$ cat config.mk
export PLATFORM = sky130hd
export DESIGN_NAME = eldp_top
export DESIGN_NICKNAME = d
export VERILOG_FILES = /design/src/eldp_pkg.sv /design/src/eldp_event_counter.sv /design/src/eldp_pulse_gen.sv /design/src/eldp_top.sv
export VERILOG_INCLUDE_DIRS = /design/src
export SDC_FILE = /design/constraint.sdc
export NUM_CORES = 1
export LEC_CHECK = 0
export BUFFER_PORTS_ARGS = -buffer_cell sky130_fd_sc_hd__buf_2
export CAP_MARGIN = 20
export CORE_MARGIN = 2
export CORE_UTILIZATION = 40
export CTS_BUF_LIST = sky130_fd_sc_hd__clkbuf_8
export CTS_CLUSTER_DIAMETER = 80
export DETAILED_ROUTE_END_ITERATION = 12
export GPL_ROUTABILITY_DRIVEN = 0
export SLEW_MARGIN = 20
export SYNTH_ARGS = -nofsm -noshare
export SYNTH_HDL_FRONTEND = slang
export SYNTH_SLANG_ARGS = --single-unit
$ cat constraint.sdc
create_clock -name clk_i -period 2.4 [get_ports clk_i]
set_clock_uncertainty 0.15 [all_clocks]
set_input_delay 0.48 -clock clk_i [delete_from_list [all_inputs] [get_ports clk_i]]
set_output_delay 0.48 -clock clk_i [all_outputs]
set_load 0.01 [all_outputs]
$ cat src/eldp_consts.svh
// Constants for the line energy-detect power control block
// Assumes a 10 MHz system clock and a 16-bit management register port
//
// What this block does
// RULE1 - Power saving runs only while enable bit set
// RULE2 - Software should disable automatic crossover then
// RULE3 - Auto wake powers up at data threshold
// RULE4 - Auto sleep powers down without line energy
// RULE5 - Manual toggle forces state change, self-clearing
// RULE6 - Power-up sends burst of four pulses
// RULE7 - Burst-off bit sends a single pulse
// RULE8 - Bit 10 reports current line power state
// RULE9 - Bit 9 flags error threshold, clear-on-read
// RULE10 - Bit 8 flags data threshold, clear-on-read
// RULE11 - Bits 7:4 set error event threshold
// RULE12 - Bits 3:0 set data event threshold
// RULE13 - Counters clear after two quiet seconds
// RULE14 - Disabled: stay powered, flags held zero
`ifndef ELDP_CONSTS_SVH
`define ELDP_CONSTS_SVH

// ----------------------------------------------------------------
// Register map
// ----------------------------------------------------------------
`define ELDP_ADDR_W           5
`define ELDP_DATA_W           16
`define ELDP_ENERGY_CTRL_ADDR 5'h1d

// ----------------------------------------------------------------
// Field positions
// ----------------------------------------------------------------
`define ELDP_BIT_ENABLE       15
`define ELDP_BIT_AUTO_WAKE    14
`define ELDP_BIT_AUTO_SLEEP   13
`define ELDP_BIT_MANUAL       12
`define ELDP_BIT_BURST_OFF    11
`define ELDP_BIT_POWER_STATE  10
`define ELDP_BIT_ERR_MET      9
`define ELDP_BIT_DATA_MET     8
`define ELDP_ERR_LIMIT_HI     7
`define ELDP_ERR_LIMIT_LO     4
`define ELDP_DATA_LIMIT_HI    3
`define ELDP_DATA_LIMIT_LO    0

// ----------------------------------------------------------------
// Reset values
// ----------------------------------------------------------------
`define ELDP_RST_ENABLE       1'b0
`define ELDP_RST_AUTO_WAKE    1'b1
`define ELDP_RST_AUTO_SLEEP   1'b1
`define ELDP_RST_BURST_OFF    1'b0
`define ELDP_RST_LIMIT        4'h1

// ----------------------------------------------------------------
// Timing
// ----------------------------------------------------------------
`define ELDP_CLK_KHZ          10000
`define ELDP_QUIET_MS         2000
`define ELDP_BURST_PULSES     4
`define ELDP_PULSE_GAP_CYC    16

`endif

$ cat src/eldp_pkg.sv
// Types for the line energy-detect power control block
// Assumes eldp_consts.svh is compiled alongside
package eldp_pkg;

  // Line events presented by the receive circuitry
  typedef struct packed {
    logic energy;
    logic data_ev;
    logic error_ev;
  } eldp_line_ev_t;

  // Power sequence states, Gray coded around the loop
  typedef enum logic [1:0] {
    ST_POWERED  = 2'b00,
    ST_GO_DOWN  = 2'b01,
    ST_ASLEEP   = 2'b11,
    ST_GO_UP    = 2'b10
  } eldp_state_t;

endpackage

$ cat src/eldp_event_counter.sv
// Saturating event counter with threshold compare
// Assumes single-cycle event pulses synchronous to clk_i
`timescale 1ns/1ps
`default_nettype none

module eldp_event_counter #(
  parameter int unsigned W = 4
) (
  // Clock and reset
  input  wire logic         clk_i,
  input  wire logic         rst_i,
  // Control
  input  wire logic         clear_i,
  input  wire logic         event_i,
  input  wire logic [W-1:0] limit_i,
  // Status
  output logic              met_o
);

  logic [W-1:0] count_q;

  // ----------------------------------------------------------------
  // Counter
  // ----------------------------------------------------------------
  always_ff @(posedge clk_i) begin
    if (rst_i || clear_i) begin
      count_q <= '0;
    end else if (event_i && (count_q != {W{1'b1}})) begin
      count_q <= count_q + 1'b1;
    end
  end

  assign met_o = (count_q >= limit_i);

endmodule

`default_nettype wire

$ cat src/eldp_pulse_gen.sv
// Energy-detect data pulse burst generator
// Assumes start_i is a one-cycle pulse at each line power-up
`timescale 1ns/1ps
`default_nettype none
`include "eldp_consts.svh"

module eldp_pulse_gen #(
  parameter int unsigned PULSES = `ELDP_BURST_PULSES,
  parameter int unsigned GAP    = `ELDP_PULSE_GAP_CYC
) (
  // Clock and reset
  input  wire logic clk_i,
  input  wire logic rst_i,
  // Control
  input  wire logic start_i,
  input  wire logic single_i,
  // Pulse out
  output logic      pulse_o
);

  localparam int unsigned NW = $clog2(PULSES + 1);
  localparam int unsigned GW = $clog2(GAP + 1);

  logic [NW-1:0] left_q;
  logic [GW-1:0] gap_q;

  // ----------------------------------------------------------------
  // Burst sequencing
  // ----------------------------------------------------------------
  always_ff @(posedge clk_i) begin
    if (rst_i) begin
      left_q  <= '0;
      gap_q   <= '0;
      pulse_o <= 1'b0;
    end else if (start_i) begin
      left_q  <= single_i ? NW'(1) : NW'(PULSES); // RULE6 RULE7
      gap_q   <= '0;
      pulse_o <= 1'b0;
    end else if (left_q != '0 && gap_q == '0) begin
      pulse_o <= 1'b1;
      left_q  <= left_q - 1'b1;
      gap_q   <= GW'(GAP);
    end else begin
      pulse_o <= 1'b0;
      if (gap_q != '0) begin
        gap_q <= gap_q - 1'b1;
      end
    end
  end

endmodule

`default_nettype wire

$ cat src/eldp_top.sv
// Energy-detect power control with its management register
// Assumes register port strobes come from the serial management logic
// and line data and error events are synchronous single-cycle pulses, energy a level
`timescale 1ns/1ps
`default_nettype none
`include "eldp_consts.svh"

module eldp_top #(
  parameter int unsigned QUIET_CYC = `ELDP_QUIET_MS * `ELDP_CLK_KHZ,
  parameter int unsigned PULSES    = `ELDP_BURST_PULSES,
  parameter int unsigned GAP       = `ELDP_PULSE_GAP_CYC
) (
  // Clock and reset
  input  wire logic                       clk_i,
  input  wire logic                       rst_i,
  // Management register port
  input  wire logic [`ELDP_ADDR_W-1:0]    reg_addr_i,
  input  wire logic                       reg_wr_i,
  input  wire logic                       reg_rd_i,
  input  wire logic [`ELDP_DATA_W-1:0]    reg_wdata_i,
  output logic      [`ELDP_DATA_W-1:0]    reg_rdata_o,
  // Line events
  input  wire eldp_pkg::eldp_line_ev_t    line_ev_i,
  // Line circuitry control
  output logic                            line_power_up_o,
  output logic                            ed_pulse_o
);

  localparam int unsigned TW = $clog2(QUIET_CYC + 1);

  // ----------------------------------------------------------------
  // Declarations
  // ----------------------------------------------------------------
  logic              energy_mode_enable_q;
  logic              auto_wake_q;
  logic              auto_sleep_q;
  logic              pulse_burst_off_q;
  logic [3:0]        error_event_limit_q;
  logic [3:0]        data_event_limit_q;
  logic              error_limit_reached_q;
  logic              data_limit_reached_q;
  logic              manual_power_toggle;
  logic              sel;
  logic              wr_hit;
  logic              rd_hit;
  logic              data_met;
  logic              err_met;
  logic              data_met_q;
  logic              err_met_q;
  logic              cnt_clear;
  logic [TW-1:0]     quiet_q;
  logic              quiet_done;
  logic              power_up_start;
  logic [`ELDP_DATA_W-1:0] reg_view;
  eldp_pkg::eldp_state_t   state_q;
  eldp_pkg::eldp_state_t   state_d;

  assign sel    = (reg_addr_i == `ELDP_ENERGY_CTRL_ADDR);
  assign wr_hit = reg_wr_i && sel;
  assign rd_hit = reg_rd_i && sel;

  // ----------------------------------------------------------------
  // Control fields
  // ----------------------------------------------------------------
  always_ff @(posedge clk_i) begin
    if (rst_i) begin
      energy_mode_enable_q <= `ELDP_RST_ENABLE;
      auto_wake_q          <= `ELDP_RST_AUTO_WAKE;
      auto_sleep_q         <= `ELDP_RST_AUTO_SLEEP;
      pulse_burst_off_q    <= `ELDP_RST_BURST_OFF;
      error_event_limit_q  <= `ELDP_RST_LIMIT;
      data_event_limit_q   <= `ELDP_RST_LIMIT;
    end else if (wr_hit) begin
      energy_mode_enable_q <= reg_wdata_i[`ELDP_BIT_ENABLE];
      auto_wake_q          <= reg_wdata_i[`ELDP_BIT_AUTO_WAKE];
      auto_sleep_q         <= reg_wdata_i[`ELDP_BIT_AUTO_SLEEP];
      pulse_burst_off_q    <= reg_wdata_i[`ELDP_BIT_BURST_OFF];
      error_event_limit_q  <= reg_wdata_i[`ELDP_ERR_LIMIT_HI:`ELDP_ERR_LIMIT_LO]; // RULE11
      data_event_limit_q   <= reg_wdata_i[`ELDP_DATA_LIMIT_HI:`ELDP_DATA_LIMIT_LO]; // RULE12
    end
  end

  // Self-clearing: acts in the write cycle only and reads back as zero
  assign manual_power_toggle = wr_hit && reg_wdata_i[`ELDP_BIT_MANUAL]; // RULE5

  // ----------------------------------------------------------------
  // Event counters
  // ----------------------------------------------------------------
  eldp_event_counter #(
    .W       (4)
  ) u_data_cnt (
    .clk_i   (clk_i),
    .rst_i   (rst_i),
    .clear_i (cnt_clear),
    .event_i (line_ev_i.data_ev),
    .limit_i (data_event_limit_q),
    .met_o   (data_met)
  );

  eldp_event_counter #(
    .W       (4)
  ) u_err_cnt (
    .clk_i   (clk_i),
    .rst_i   (rst_i),
    .clear_i (cnt_clear),
    .event_i (line_ev_i.error_ev),
    .limit_i (error_event_limit_q),
    .met_o   (err_met)
  );

  // ----------------------------------------------------------------
  // Quiet timer
  // ----------------------------------------------------------------
  always_ff @(posedge clk_i) begin
    if (rst_i || !energy_mode_enable_q || line_ev_i.data_ev || quiet_done) begin
      quiet_q <= '0;
    end else begin
      quiet_q <= quiet_q + 1'b1;
    end
  end

  assign quiet_done = (quiet_q == TW'(QUIET_CYC - 1));
  assign cnt_clear  = !energy_mode_enable_q || quiet_done || (state_q == eldp_pkg::ST_GO_UP); // RULE13 RULE14

  // ----------------------------------------------------------------
  // Power sequence
  // ----------------------------------------------------------------
  always_comb begin
    state_d = state_q;
    case (state_q)
      eldp_pkg::ST_POWERED: begin
        if (manual_power_toggle) begin
          state_d = eldp_pkg::ST_GO_DOWN; // RULE5
        end else if (auto_sleep_q && !line_ev_i.energy) begin
          state_d = eldp_pkg::ST_GO_DOWN; // RULE4
        end
      end
      eldp_pkg::ST_GO_DOWN: begin
        state_d = eldp_pkg::ST_ASLEEP;
      end
      eldp_pkg::ST_ASLEEP: begin
        if (manual_power_toggle) begin
          state_d = eldp_pkg::ST_GO_UP; // RULE5
        end else if (auto_wake_q && data_met) begin
          state_d = eldp_pkg::ST_GO_UP; // RULE3
        end
      end
      eldp_pkg::ST_GO_UP: begin
        state_d = eldp_pkg::ST_POWERED;
      end
      default: begin
        state_d = eldp_pkg::ST_POWERED;
      end
    endcase
  end

  always_ff @(posedge clk_i) begin
    if (rst_i || !energy_mode_enable_q) begin
      state_q <= eldp_pkg::ST_POWERED; // RULE1 RULE14
    end else begin
      state_q <= state_d;
    end
  end

  always_ff @(posedge clk_i) begin
    if (rst_i) begin
      line_power_up_o <= 1'b1;
    end else begin
      line_power_up_o <= !energy_mode_enable_q || (state_d == eldp_pkg::ST_POWERED)
                         || (state_d == eldp_pkg::ST_GO_DOWN); // RULE14
    end
  end

  assign power_up_start = energy_mode_enable_q && (state_q == eldp_pkg::ST_GO_UP);

  // ----------------------------------------------------------------
  // Pulse burst at power-up
  // ----------------------------------------------------------------
  eldp_pulse_gen #(
    .PULSES   (PULSES),
    .GAP      (GAP)
  ) u_pulse (
    .clk_i    (clk_i),
    .rst_i    (rst_i),
    .start_i  (power_up_start), // RULE6
    .single_i (pulse_burst_off_q), // RULE7
    .pulse_o  (ed_pulse_o)
  );

  // ----------------------------------------------------------------
  // Threshold flags, set wins over clear-on-read
  // ----------------------------------------------------------------
  // Previous compare, so the event that reaches a limit sets its flag
  always_ff @(posedge clk_i) begin
    if (rst_i) begin
      data_met_q <= 1'b0;
      err_met_q  <= 1'b0;
    end else begin
      data_met_q <= data_met;
      err_met_q  <= err_met;
    end
  end

  always_ff @(posedge clk_i) begin
    if (rst_i || !energy_mode_enable_q) begin
      data_limit_reached_q <= 1'b0; // RULE14
    end else if (data_met && (!data_met_q || line_ev_i.data_ev)) begin
      data_limit_reached_q <= 1'b1; // RULE10
    end else if (rd_hit) begin
      data_limit_reached_q <= 1'b0; // RULE10
    end
  end

  always_ff @(posedge clk_i) begin
    if (rst_i || !energy_mode_enable_q) begin
      error_limit_reached_q <= 1'b0; // RULE14
    end else if (err_met && (!err_met_q || line_ev_i.error_ev)) begin
      error_limit_reached_q <= 1'b1; // RULE9
    end else if (rd_hit) begin
      error_limit_reached_q <= 1'b0; // RULE9
    end
  end

  // ----------------------------------------------------------------
  // Read data
  // ----------------------------------------------------------------
  always_comb begin
    reg_view = '0;
    reg_view[`ELDP_BIT_ENABLE]      = energy_mode_enable_q;
    reg_view[`ELDP_BIT_AUTO_WAKE]   = auto_wake_q;
    reg_view[`ELDP_BIT_AUTO_SLEEP]  = auto_sleep_q;
    reg_view[`ELDP_BIT_BURST_OFF]   = pulse_burst_off_q;
    reg_view[`ELDP_BIT_POWER_STATE] = line_power_up_o; // RULE8
    reg_view[`ELDP_BIT_ERR_MET]     = error_limit_reached_q; // RULE9
    reg_view[`ELDP_BIT_DATA_MET]    = data_limit_reached_q; // RULE10
    reg_view[`ELDP_ERR_LIMIT_HI:`ELDP_ERR_LIMIT_LO]   = error_event_limit_q;
    reg_view[`ELDP_DATA_LIMIT_HI:`ELDP_DATA_LIMIT_LO] = data_event_limit_q;
  end

  always_ff @(posedge clk_i) begin
    if (rst_i) begin
      reg_rdata_o <= '0;
    end else if (reg_rd_i) begin
      reg_rdata_o <= sel ? reg_view : '0;
    end
  end

endmodule

`default_nettype wire

==> results of run 1 <==
==> area by class of cell <==
type / count / area (um2) / share of cell area
repair buffers: 48 / 258 / 0.0663
multi-input cells: 287 / 1700 / 0.438
well taps: 105 / 131 / 0.0338
flip-flops and latches: 76 / 1520 / 0.391
inverters: 20 / 75.1 / 0.0193
clock inverters: 6 / 62.6 / 0.0161
clock buffers: 10 / 138 / 0.0354
==> layout by cell type (no fill, tap or decap), drive strengths merged, types with 3 or more instances in the layout <==
master / count
nand2b: 6
nand4: 8
xnor2: 16
and2: 3
nor3: 7
clkbuf: 10
a21oi: 42
nor2b: 17
and3: 3
nand2: 32
nand3b: 4
xor2: 11
or2: 3
nand3: 27
o21ai: 8
clkinv: 4
nor4b: 3
inv: 21
buf: 48
and4: 3
nor2: 62
dfxtp: 76
ha: 14
==> where the power goes <==
| part | switching, mW | internal (mW) | total [mW] | leakage [nW] |
|---|---|---|---|---|
| combinational | 0.205 | 0.183 | 0.389 | 0.808 |
| clock | 0.470 | 0.508 | 0.978 | 0.106 |
| sequential | 0.0409 | 1.32 | 1.36 | 0.613 |
| total | 0.716 | 2.01 | 2.73 | 1.53 |
==> worst max-delay path: cells and delay by family (launching register included) <==
kind | cells | cell delay (ps)
flip-flops | 1 | 370
AND/OR/NAND/NOR | 5 | 1160
adder cells (fa/ha/maj) | 1 | 250
==> state kept, by name, indices dropped and copies added (netlist names), 2 cells and up <==
signal               flops
data_event_limit_q       4
quiet_q                 25
u_pulse.left_q           3
u_err_cnt.count_q        4
u_pulse.gap_q            5
state_q                  2
u_data_cnt.count_q       4
error_event_limit_q      4
reg_rdata_o             15
==> final timing paths <==
kind,to,slack (ps),depth (start not counted)
setup / recovery,u_err_cnt.count_q[2]$_SDFFE_PP0P_,350,6
hold / removal,error_event_limit_q[0]$_SDFFE_PP1N_,220,3
setup reg to reg,u_err_cnt.count_q[2]$_SDFFE_PP0P_,350,6
hold reg to reg,line_power_up_o$_SDFF_PP1_,290,1
==> metal layers <==
layer / vias to the layer above / global-route usage / share of wire
met2: 53 / 0.259 / 0.45
met1: 1229 / 0.201 / 0.49
met3: 11 / 0.0364 / 0.043
met5: - / 0 / 0
li1: 1425 / - / -
met4: 0 / 0.0786 / 0.023
==> logic make-up after synthesis <==
family / synth area share
buf+inv: 0.0388
simple gates: 0.292
flops: 0.454
fa+ha+maj: 0.0522
other cells: 0.00112
compound gates: 0.0888
mux: 0.00299
xor+xnor: 0.0705
==> through the flow <==
| stage | hold WS, ps | instance area [um2] | power, mW | instances |
|---|---|---|---|---|
| after global routing | 225 | 3890 | 2.87 | 552 |
| after CTS | 203 | 3890 | 2.77 | 552 |
| after detailed placement | 269 | 3690 | 1.78 | 536 |
| after floorplan | 235 | 3350 | 1.67 | 396 |
| after global placement | 262 | 3690 | 1.77 | 536 |
| final | 218 | 3890 | 2.73 | 552 |
==> impl_metrics.py, run 1 <==
metrics = {
    "worst_setup_path": {
        "crit_chain": "ha_1 > nand3_1 > or3b_4 > nand2b_1 > nand3_1 > nor3_1",
        "slowest_delay_ps": 410,
        "required_ps": 2480,
        "worst-setup-path-type": "reg -> reg",
        "critPathMaxFanout": 8,
        "cpMaxStageDelayCell": "or3b_4",
        "cp-start-kind": "flop",
        "crit_top_cell": "nand3_1",
        "endpoint_kind": "flop",
        "crit_start": "quiet_q[0]$_SDFF_PP0_",
        "r2r-start": "quiet_q[0]$_SDFF_PP0_",
        "worstPathArrival_ps": 2120,
    },
    "clock_tree": {
        "h-tree-depth": 3,
        "post-cts-setup-buffer-count": 0,
        "clockRootBuffer": "clkbuf_8",
        "cts_tree": "built",
        "hold_buffers": 0,
        "ctsResizeCount": 0,
        "clkTransAtPathRegs_ps": 80,
        "cts_buffer_depth": 2,
        "clock-sinks": 76,
        "cts_inserted_buffers": 9,
        "clkLatencyLatePin_ps": 350,
    },
    "grt": {
        "antenna_found_initial": 0,
        "grt_pass1_vias": 2551,
        "grt_overflow": 0,
        "grt_max_degree": 22,
        "grt.total_usage": 0.160,
        "grt_first_pass_wirelength_mm": 11.5,
    },
    "yosys": {
        "synth-main-ff-cell": "dfxtp_1",
        "synth_area_um2": 3350,
        "ys_async_sr_fraction": 0,
        "syn_nets": 438,
        "synth_cell_types": 43,
        "synth_top_cell_area_share": 0.454,
        "synthTopCellsByArea": "dfxtp_1, nor2_1, a21oi_1, ha_1, xnor2_1",
        "yosysWarnings": 0,
        "synth_edf_count": 0,
        "yosysSeqAreaShare": 0.454,
        "avgSynthCellArea_um2": 8.47,
        "postSynthCellCount": 396,
        "synth_common_cells": "dfxtp_1, nor2_1, a21oi_1, nand2_1, nand3_1",
        "yosysTopAreaCell": "dfxtp_1",
        "synth.most_common_cell": "dfxtp_1",
        "ys_seq_elements": 76,
    },
    "floorplanning": {
        "die-area_um2": 9130,
        "core_um2": 8180,
        "initial_core_util": 0.410,
        "die_x_um": 95.6,
        "die_h_um": 95.6,
        "io_pins": 46,
        "rows": 33,
    },
    "timing": {
        "hold_viol": 0,
        "setup_ws_ps": 355,
        "max_freq_mhz": 489,
        "relSlewSlack": 0.650,
        "tns_ps": 0,
        "setup_violations": 0,
        "rsz0062_at_grt": "false",
        "period_share": 0.852,
        "drv_slew": 0,
        "fin_crit_ps": 2050,
        "worst_pin_slew_ps": 521,
    },
    "drt": {
        "wire_per_inst_um": 11.8,
        "ant_nets": 0,
        "vias_per_cell": 4.92,
        "totalWireLength_mm": 6.54,
        "drc": 0,
        "vias": 2718,
        "drt_iter0_drc": 58,
        "drt_pass1_iterations": 4,
    },
    "outcome": {
        "status": "complete, no violations",
    },
    "placed_design": {
        "hpwl_mm": 4.75,
        "place_ws_ps": 319,
        "io_buffers": 41,
    },
    "power": {
        "p_per_area_nw_per_um2": 702,
        "ir_worst_vdd_mv": 0.354,
        "cellLeakagePower_nw": 1.53,
    },
    "layout": {
        "nets": 484,
        "drive_above_1_share": 0.161,
        "n_antenna_cell": 0,
        "area_growth_pct": 15.9,
        "fill_cells": 820,
        "final_core_util": 0.476,
    },
    "min_path": {
        "hp-class": "in -> reg",
        "hold_start": "reg_wdata_i[4]",
    },
    "job": {
        "max_cap_viol_count": 0,
    },
}
No activity file was read; power rests on OpenSTA's default activity.
==> run 2, diff against run 1 <==
- SYNTH_HIERARCHICAL: default -> 1
==> impl_metrics.py, run 2 <==
metrics = {
    "layout": {
        "mostFrequentLayoutCell": "dfxtp_1",
        "most-common-layout-cells": "dfxtp_1, a21oi_1, buf_2, nand2_1, nand3_1",
        "nets": 494,
        "drive_above_1_share": 0.214,
        "area_growth_pct": 16.7,
        "largest_register": "quiet_q",
        "n_antenna_cell": 0,
        "largest_reg_flops": 25,
        "stdcell_count": 565,
        "reg_top3": "quiet_q: 25 flops, reg_rdata_o: 15 flops, u_pulse/gap_q: 5 flops",
    },
    "min_path": {
        "hold_start": "reg_wdata_i[4]",
        "hold_depth": 3,
        "hp-class": "in -> reg",
        "hold-path-endpoint": "error_event_limit_q[0]$_SDFFE_PP1N_",
    },
    "worst_setup_path": {
        "slowest_delay_ps": 420,
        "worstPathArrival_ps": 2320,
        "r2r-start": "quiet_q[0]$_SDFF_PP0_",
        "cpMaxStageDelayCell": "or3_2",
        "ff2ff_path_depth": 8,
        "cp-start-kind": "flop",
        "worstReg2RegEnd": "u_data_cnt/count_q[3]$_SDFFE_PP0P_",
        "required_ps": 2480,
        "ff2ff_setup_slack_ps": 160,
        "endpoint_kind": "flop",
        "worst-setup-path-type": "reg -> reg",
        "crit_chain": "ha_1 > nand2_1 > or3_2 > or3_1 > nand3_2 > nor2_2 > o211ai_2 > o41ai_2",
        "critPathMaxFanout": 6,
    },
    "grt": {
        "grt_overflow": 0,
        "grt_first_pass_wirelength_mm": 12.1,
        "antenna_found_initial": 0,
        "grt_max_degree": 43,
        "grt.total_usage": 0.153,
        "grt_pass1_vias": 2596,
    },
    "yosys": {
        "avgSynthCellArea_um2": 8.84,
        "synth_edf_count": 0,
        "syn_nets": 447,
        "ys_async_sr_fraction": 0,
        "synth_top_cell_area_share": 0.425,
        "yosysTopAreaCell": "dfxtp_1",
        "synth_cell_types": 52,
        "yosysSeqAreaShare": 0.425,
        "synth_common_cells": "dfxtp_1, a21oi_1, nand2_1, nand3_1, inv_1",
        "synth_area_um2": 3580,
        "synthTopCellsByArea": "dfxtp_1, a21oi_1, nand3_1, ha_1, nand2_1",
        "yosysWarnings": 6,
        "ys_seq_elements": 76,
        "synth.most_common_cell": "dfxtp_1",
        "synth-main-ff-cell": "dfxtp_1",
        "postSynthCellCount": 405,
    },
    "floorplanning": {
        "io_pins": 46,
        "die_x_um": 98.6,
        "core_um2": 8720,
        "die_h_um": 98.6,
        "initial_core_util": 0.411,
        "die-area_um2": 9730,
        "rows": 34,
    },
    "timing": {
        "whs_ps": 201,
        "drv_slew": 0,
        "rsz0062_at_grt": "false",
        "tns_ps": 0,
        "max_freq_mhz": 447,
        "period_share": 0.933,
        "hold_viol": 0,
        "worst_pin_slew_ps": 642,
        "setup_ws_ps": 161,
        "setup_violations": 0,
        "fin_crit_ps": 2240,
        "relSlewSlack": 0.570,
    },
    "drt": {
        "ant_nets": 0,
        "drt_iter0_drc": 94,
        "wire_per_inst_um": 13.2,
        "drt_pass1_iterations": 4,
        "totalWireLength_mm": 7.43,
        "vias": 2973,
        "drc": 0,
        "vias_per_cell": 5.26,
    },
    "clock_tree": {
        "cts_inserted_buffers": 9,
        "clockRootBuffer": "clkbuf_8",
        "cts_buffer_depth": 2,
        "clkTransAtPathRegs_ps": 90,
        "h-tree-depth": 3,
        "cts_tree": "built",
        "clkLatencyLatePin_ps": 350,
        "hold_buffers": 0,
        "clock-sinks": 76,
    },
    "power": {
        "pwr-share-seq": 0.473,
        "ir_worst_vdd_mv": 0.310,
        "combPwrFrac": 0.148,
        "netSwitchingFraction": 0.269,
        "p_per_area_nw_per_um2": 691,
        "pwr-share-clk": 0.378,
        "power_switching_mw": 0.777,
        "p_int_mw": 2.11,
        "cellLeakagePower_nw": 1.49,
    },
    "placed_design": {
        "io_buffers": 41,
        "hpwl_mm": 5.19,
        "place_ws_ps": 77.9,
        "placed_cells": 549,
    },
    "outcome": {
        "status": "complete, no violations",
    },
    "job": {
        "max_cap_viol_count": 0,
    },
}
## run 2: changes by cell type after synthesis, sizes merged, moves of 5 or more
cell    delta
buf        +5
nand2      +8
nand2b    +15
nand3     +10
nor2      -44
nor2b     -14
o31ai      +8
or3        +6
or4        +9
xnor2      -5
xor2       -9
## run 2: worst max path at each step
stage | startpoint | end | slack, ps | cells past startpoint
after global placement | quiet_q[0]$_SDFF_PP0_ | u_err_cnt/count_q[3]$_SDFFE_PP0P_ | 130 | 8
after detailed placement | quiet_q[0]$_SDFF_PP0_ | u_data_cnt/count_q[3]$_SDFFE_PP0P_ | 80 | 8
after CTS | quiet_q[0]$_SDFF_PP0_ | u_data_cnt/count_q[3]$_SDFFE_PP0P_ | 70 | 8
after global routing | quiet_q[0]$_SDFF_PP0_ | u_data_cnt/count_q[3]$_SDFFE_PP0P_ | 10 | 8
final | quiet_q[0]$_SDFF_PP0_ | u_data_cnt/count_q[3]$_SDFFE_PP0P_ | 160 | 8
after floorplan | quiet_q[0]$_SDFF_PP0_ | u_data_cnt/count_q[3]$_SDFFE_PP0P_ | 270 | 8
## run 2: timing repair
item                                    CTS  global route
buffers inserted                          0             0
gates resized for setup                   0             1
endpoints found under the setup margin    0             7
## run 2: kinds of logic after synthesis
kind of cell	Yosys count	share of synthesized area
multiplexers	4	0.0112
buffers and inverters	41	0.0475
AO/OA/AOI/OAI	78	0.150
flip-flops	76	0.425
adder cells (fa/ha/maj)	14	0.0489
other	1	0.00105
XOR/XNOR	13	0.0318
AND/OR/NAND/NOR	178	0.285
## run 2: stage by stage
| stage | area (um2) | utilization | power, mW |
|---|---|---|---|
| 6_report | 4180 | 0.479 | 2.89 |
| 5_1_grt | 4180 | 0.479 | 3.01 |
| 4_1_cts | 4180 | 0.479 | 2.92 |
| 3_5_place_dp | 3950 | 0.453 | 1.82 |
| 3_3_place_gp | 3950 | 0.453 | 1.81 |
| 2_1_floorplan | 3580 | - | 1.77 |
## run 2: power groups by stage
stage	registers, mW	clock network, mW	logic, mW
after floorplan	1.39	0	0.382
after global placement	1.39	0	0.413
after detailed placement	1.40	0	0.426
after CTS	1.37	1.13	0.428
after global routing	1.37	1.17	0.466
final	1.37	1.09	0.428
## run 2: metal layers
| metal | global-route usage | wire length [um] |
|---|---|---|
| met5 | 0 | 0 |
| met4 | 0.0569 | 93 |
| met3 | 0.0426 | 414 |
| met2 | 0.231 | 3210 |
| met1 | 0.211 | 3720 |
## run 2: critical path: cells and delay by family, from the launching register on
kind,cells,cell delay (ps)
compound gates,2,180
fa+ha+maj,1,250
flops,1,380
simple gates,5,1150
## run 2: layout make-up
class / instances / area, um2
clock buffers: 9 / 124
clock inverters: 7 / 98.8
fillers: 847 / 4540
inverters: 22 / 82.6
multi-input cells: 288 / 1910
flip-flops and latches: 76 / 1520
well taps: 108 / 135
repair buffers: 55 / 310
==> run 3, diff against run 2 <==
--- a/config.mk
+++ b/config.mk
@@ -13,3 +13,2 @@
 export CTS_BUF_LIST = sky130_fd_sc_hd__clkbuf_8
-export CTS_CLUSTER_DIAMETER = 80
 export DETAILED_ROUTE_END_ITERATION = 12
==> constraint.sdc (replaced) <==
create_clock -name clk_i -period 2.4 [get_ports clk_i]
set_clock_uncertainty 0.15 [all_clocks]
set_input_delay 0.12 -clock clk_i [delete_from_list [all_inputs] [get_ports clk_i]]
set_output_delay 0.12 -clock clk_i [all_outputs]
set_load 0.01 [all_outputs]
==> impl_metrics.py, run 3 (synthesis results as in run 2) <==
metrics = {
    "floorplanning": {
        "initial_core_util": 0.411,
        "die_x_um": 98.6,
        "core_um2": 8720,
        "die_h_um": 98.6,
        "io_pins": 46,
        "rows": 34,
        "die-area_um2": 9730,
    },
    "clock_tree": {
        "h-tree-depth": 3,
        "clockRootBuffer": "clkbuf_8",
        "post-cts-setup-buffer-count": 0,
        "clkLatencyLatePin_ps": 340,
        "clkTransAtPathRegs_ps": 80,
        "cts_inserted_buffers": 9,
        "cts_buffer_depth": 2,
        "clock-sinks": 76,
        "cts_tree": "built",
    },
    "grt": {
        "grt_overflow": 0,
        "antenna_found_initial": 0,
        "grt_pass1_vias": 2811,
        "grt_max_degree": 43,
        "grt.total_usage": 0.162,
        "grt_first_pass_wirelength_mm": 13.0,
    },
    "timing": {
        "drv_slew": 0,
        "fin_crit_ps": 2270,
        "max_freq_mhz": 440,
        "setup_ws_ps": 129,
        "relSlewSlack": 0.611,
        "hold_viol": 0,
        "whs_ps": 25.9,
        "setup_violations": 0,
        "period_share": 0.946,
        "worst_pin_slew_ps": 582,
        "rsz0062_at_grt": "false",
        "tns_ps": 0,
    },
    "drt": {
        "drt_iter0_drc": 106,
        "drc": 0,
        "vias_per_cell": 5.21,
        "vias": 2984,
        "drt_pass1_iterations": 4,
        "wire_per_inst_um": 13.1,
        "ant_nets": 0,
        "totalWireLength_mm": 7.48,
    },
    "layout": {
        "largest_register": "quiet_q",
        "area_growth_pct": 18.9,
        "largest_reg_flops": 25,
        "mostFrequentLayoutCell": "dfxtp_1",
        "n_antenna_cell": 0,
        "final_core_util": 0.489,
        "drive_above_1_share": 0.198,
        "most-common-layout-cells": "dfxtp_1, a21oi_1, buf_2, nand2_1, nand3_1",
        "nets": 502,
        "reg_top3": "quiet_q: 25 flops, reg_rdata_o: 15 flops, u_pulse/gap_q: 5 flops",
    },
    "min_path": {
        "hold_start": "reg_wr_i",
        "hold-path-endpoint": "error_event_limit_q[1]$_SDFFE_PP0N_",
        "hold_depth": 3,
        "hp-class": "in -> reg",
    },
    "placed_design": {
        "place_ws_ps": 48.3,
        "io_buffers": 41,
        "hpwl_mm": 5.19,
    },
    "job": {
        "max_cap_viol_count": 0,
    },
    "worst_setup_path": {
        "worstPathArrival_ps": 2340,
        "ff2ff_path_depth": 8,
        "r2r-start": "quiet_q[0]$_SDFF_PP0_",
        "cp-start-kind": "flop",
        "worst-setup-path-type": "reg -> reg",
        "ff2ff_setup_slack_ps": 130,
        "endpoint_kind": "flop",
        "critPathMaxFanout": 6,
        "required_ps": 2470,
        "worstReg2RegEnd": "u_err_cnt/count_q[3]$_SDFFE_PP0P_",
        "crit_start": "quiet_q[0]$_SDFF_PP0_",
    },
    "power": {
        "ir_worst_vdd_mv": 0.317,
        "totalPowerFinal_mw": 2.82,
        "p_per_area_nw_per_um2": 661,
        "cellLeakagePower_nw": 1.52,
    },
    "outcome": {
        "status": "complete, no violations",
    },
}
run 3: layout make-up:
type	count	area, um2
Tap cell	108	135
Multi-Input combinational cell	288	1910
Timing Repair Buffer	63	408
Clock inverter	5	51.3
Sequential cell	76	1520
Inverter	22	82.6
Fill cell	842	4460
Clock buffer	11	151
run 3: repair_timing:
| item | 4_1_cts | 5_1_grt |
|---|---|---|
| endpoints found under the hold margin | 19 | 0 |
| hold buffers | 15 | 0 |
| resized for setup | 0 | 3 |
| endpoints found under the setup margin | 0 | 9 |
run 3: worst max-delay path by stage:
stage          slack (ps)                                  to
2_1_floorplan         270  u_data_cnt/count_q[3]$_SDFFE_PP0P_
3_3_place_gp          110  u_data_cnt/count_q[3]$_SDFFE_PP0P_
4_1_cts                20   u_err_cnt/count_q[3]$_SDFFE_PP0P_
5_1_grt                10   u_err_cnt/count_q[3]$_SDFFE_PP0P_
6_report              130   u_err_cnt/count_q[3]$_SDFFE_PP0P_
3_5_place_dp           50   u_err_cnt/count_q[3]$_SDFFE_PP0P_
run 3: power by group:
group          switching, mW  internal, mW  total [mW]
clock network          0.448         0.530       0.978
logic                  0.228         0.243       0.471
registers             0.0515          1.32        1.37
run 3: layer usage:
metal,track usage,up-vias,part of all wire
met1,0.215,1373,0.50
met2,0.256,55,0.45
met4,0.0611,0,0.011
li1,-,1551,-
met5,0,-,0
met3,0.0397,5,0.040
run 3: critical path, cell delays in order (launching register included):
cell and delay, ps:
dfxtp_1 370, ha_1 260, nand2_1 90, or3_2 430, or3_1 410, nand3_2 160
nor2_2 90, o211ai_2 100, o41ai_2 90
run 3: metrics by stage:
step / instances / cell area (um2)
after floorplan: 405 / 3580
after global placement: 542 / 3890
after detailed placement: 542 / 3890
final: 573 / 4260
after global routing: 573 / 4260
after CTS: 573 / 4250
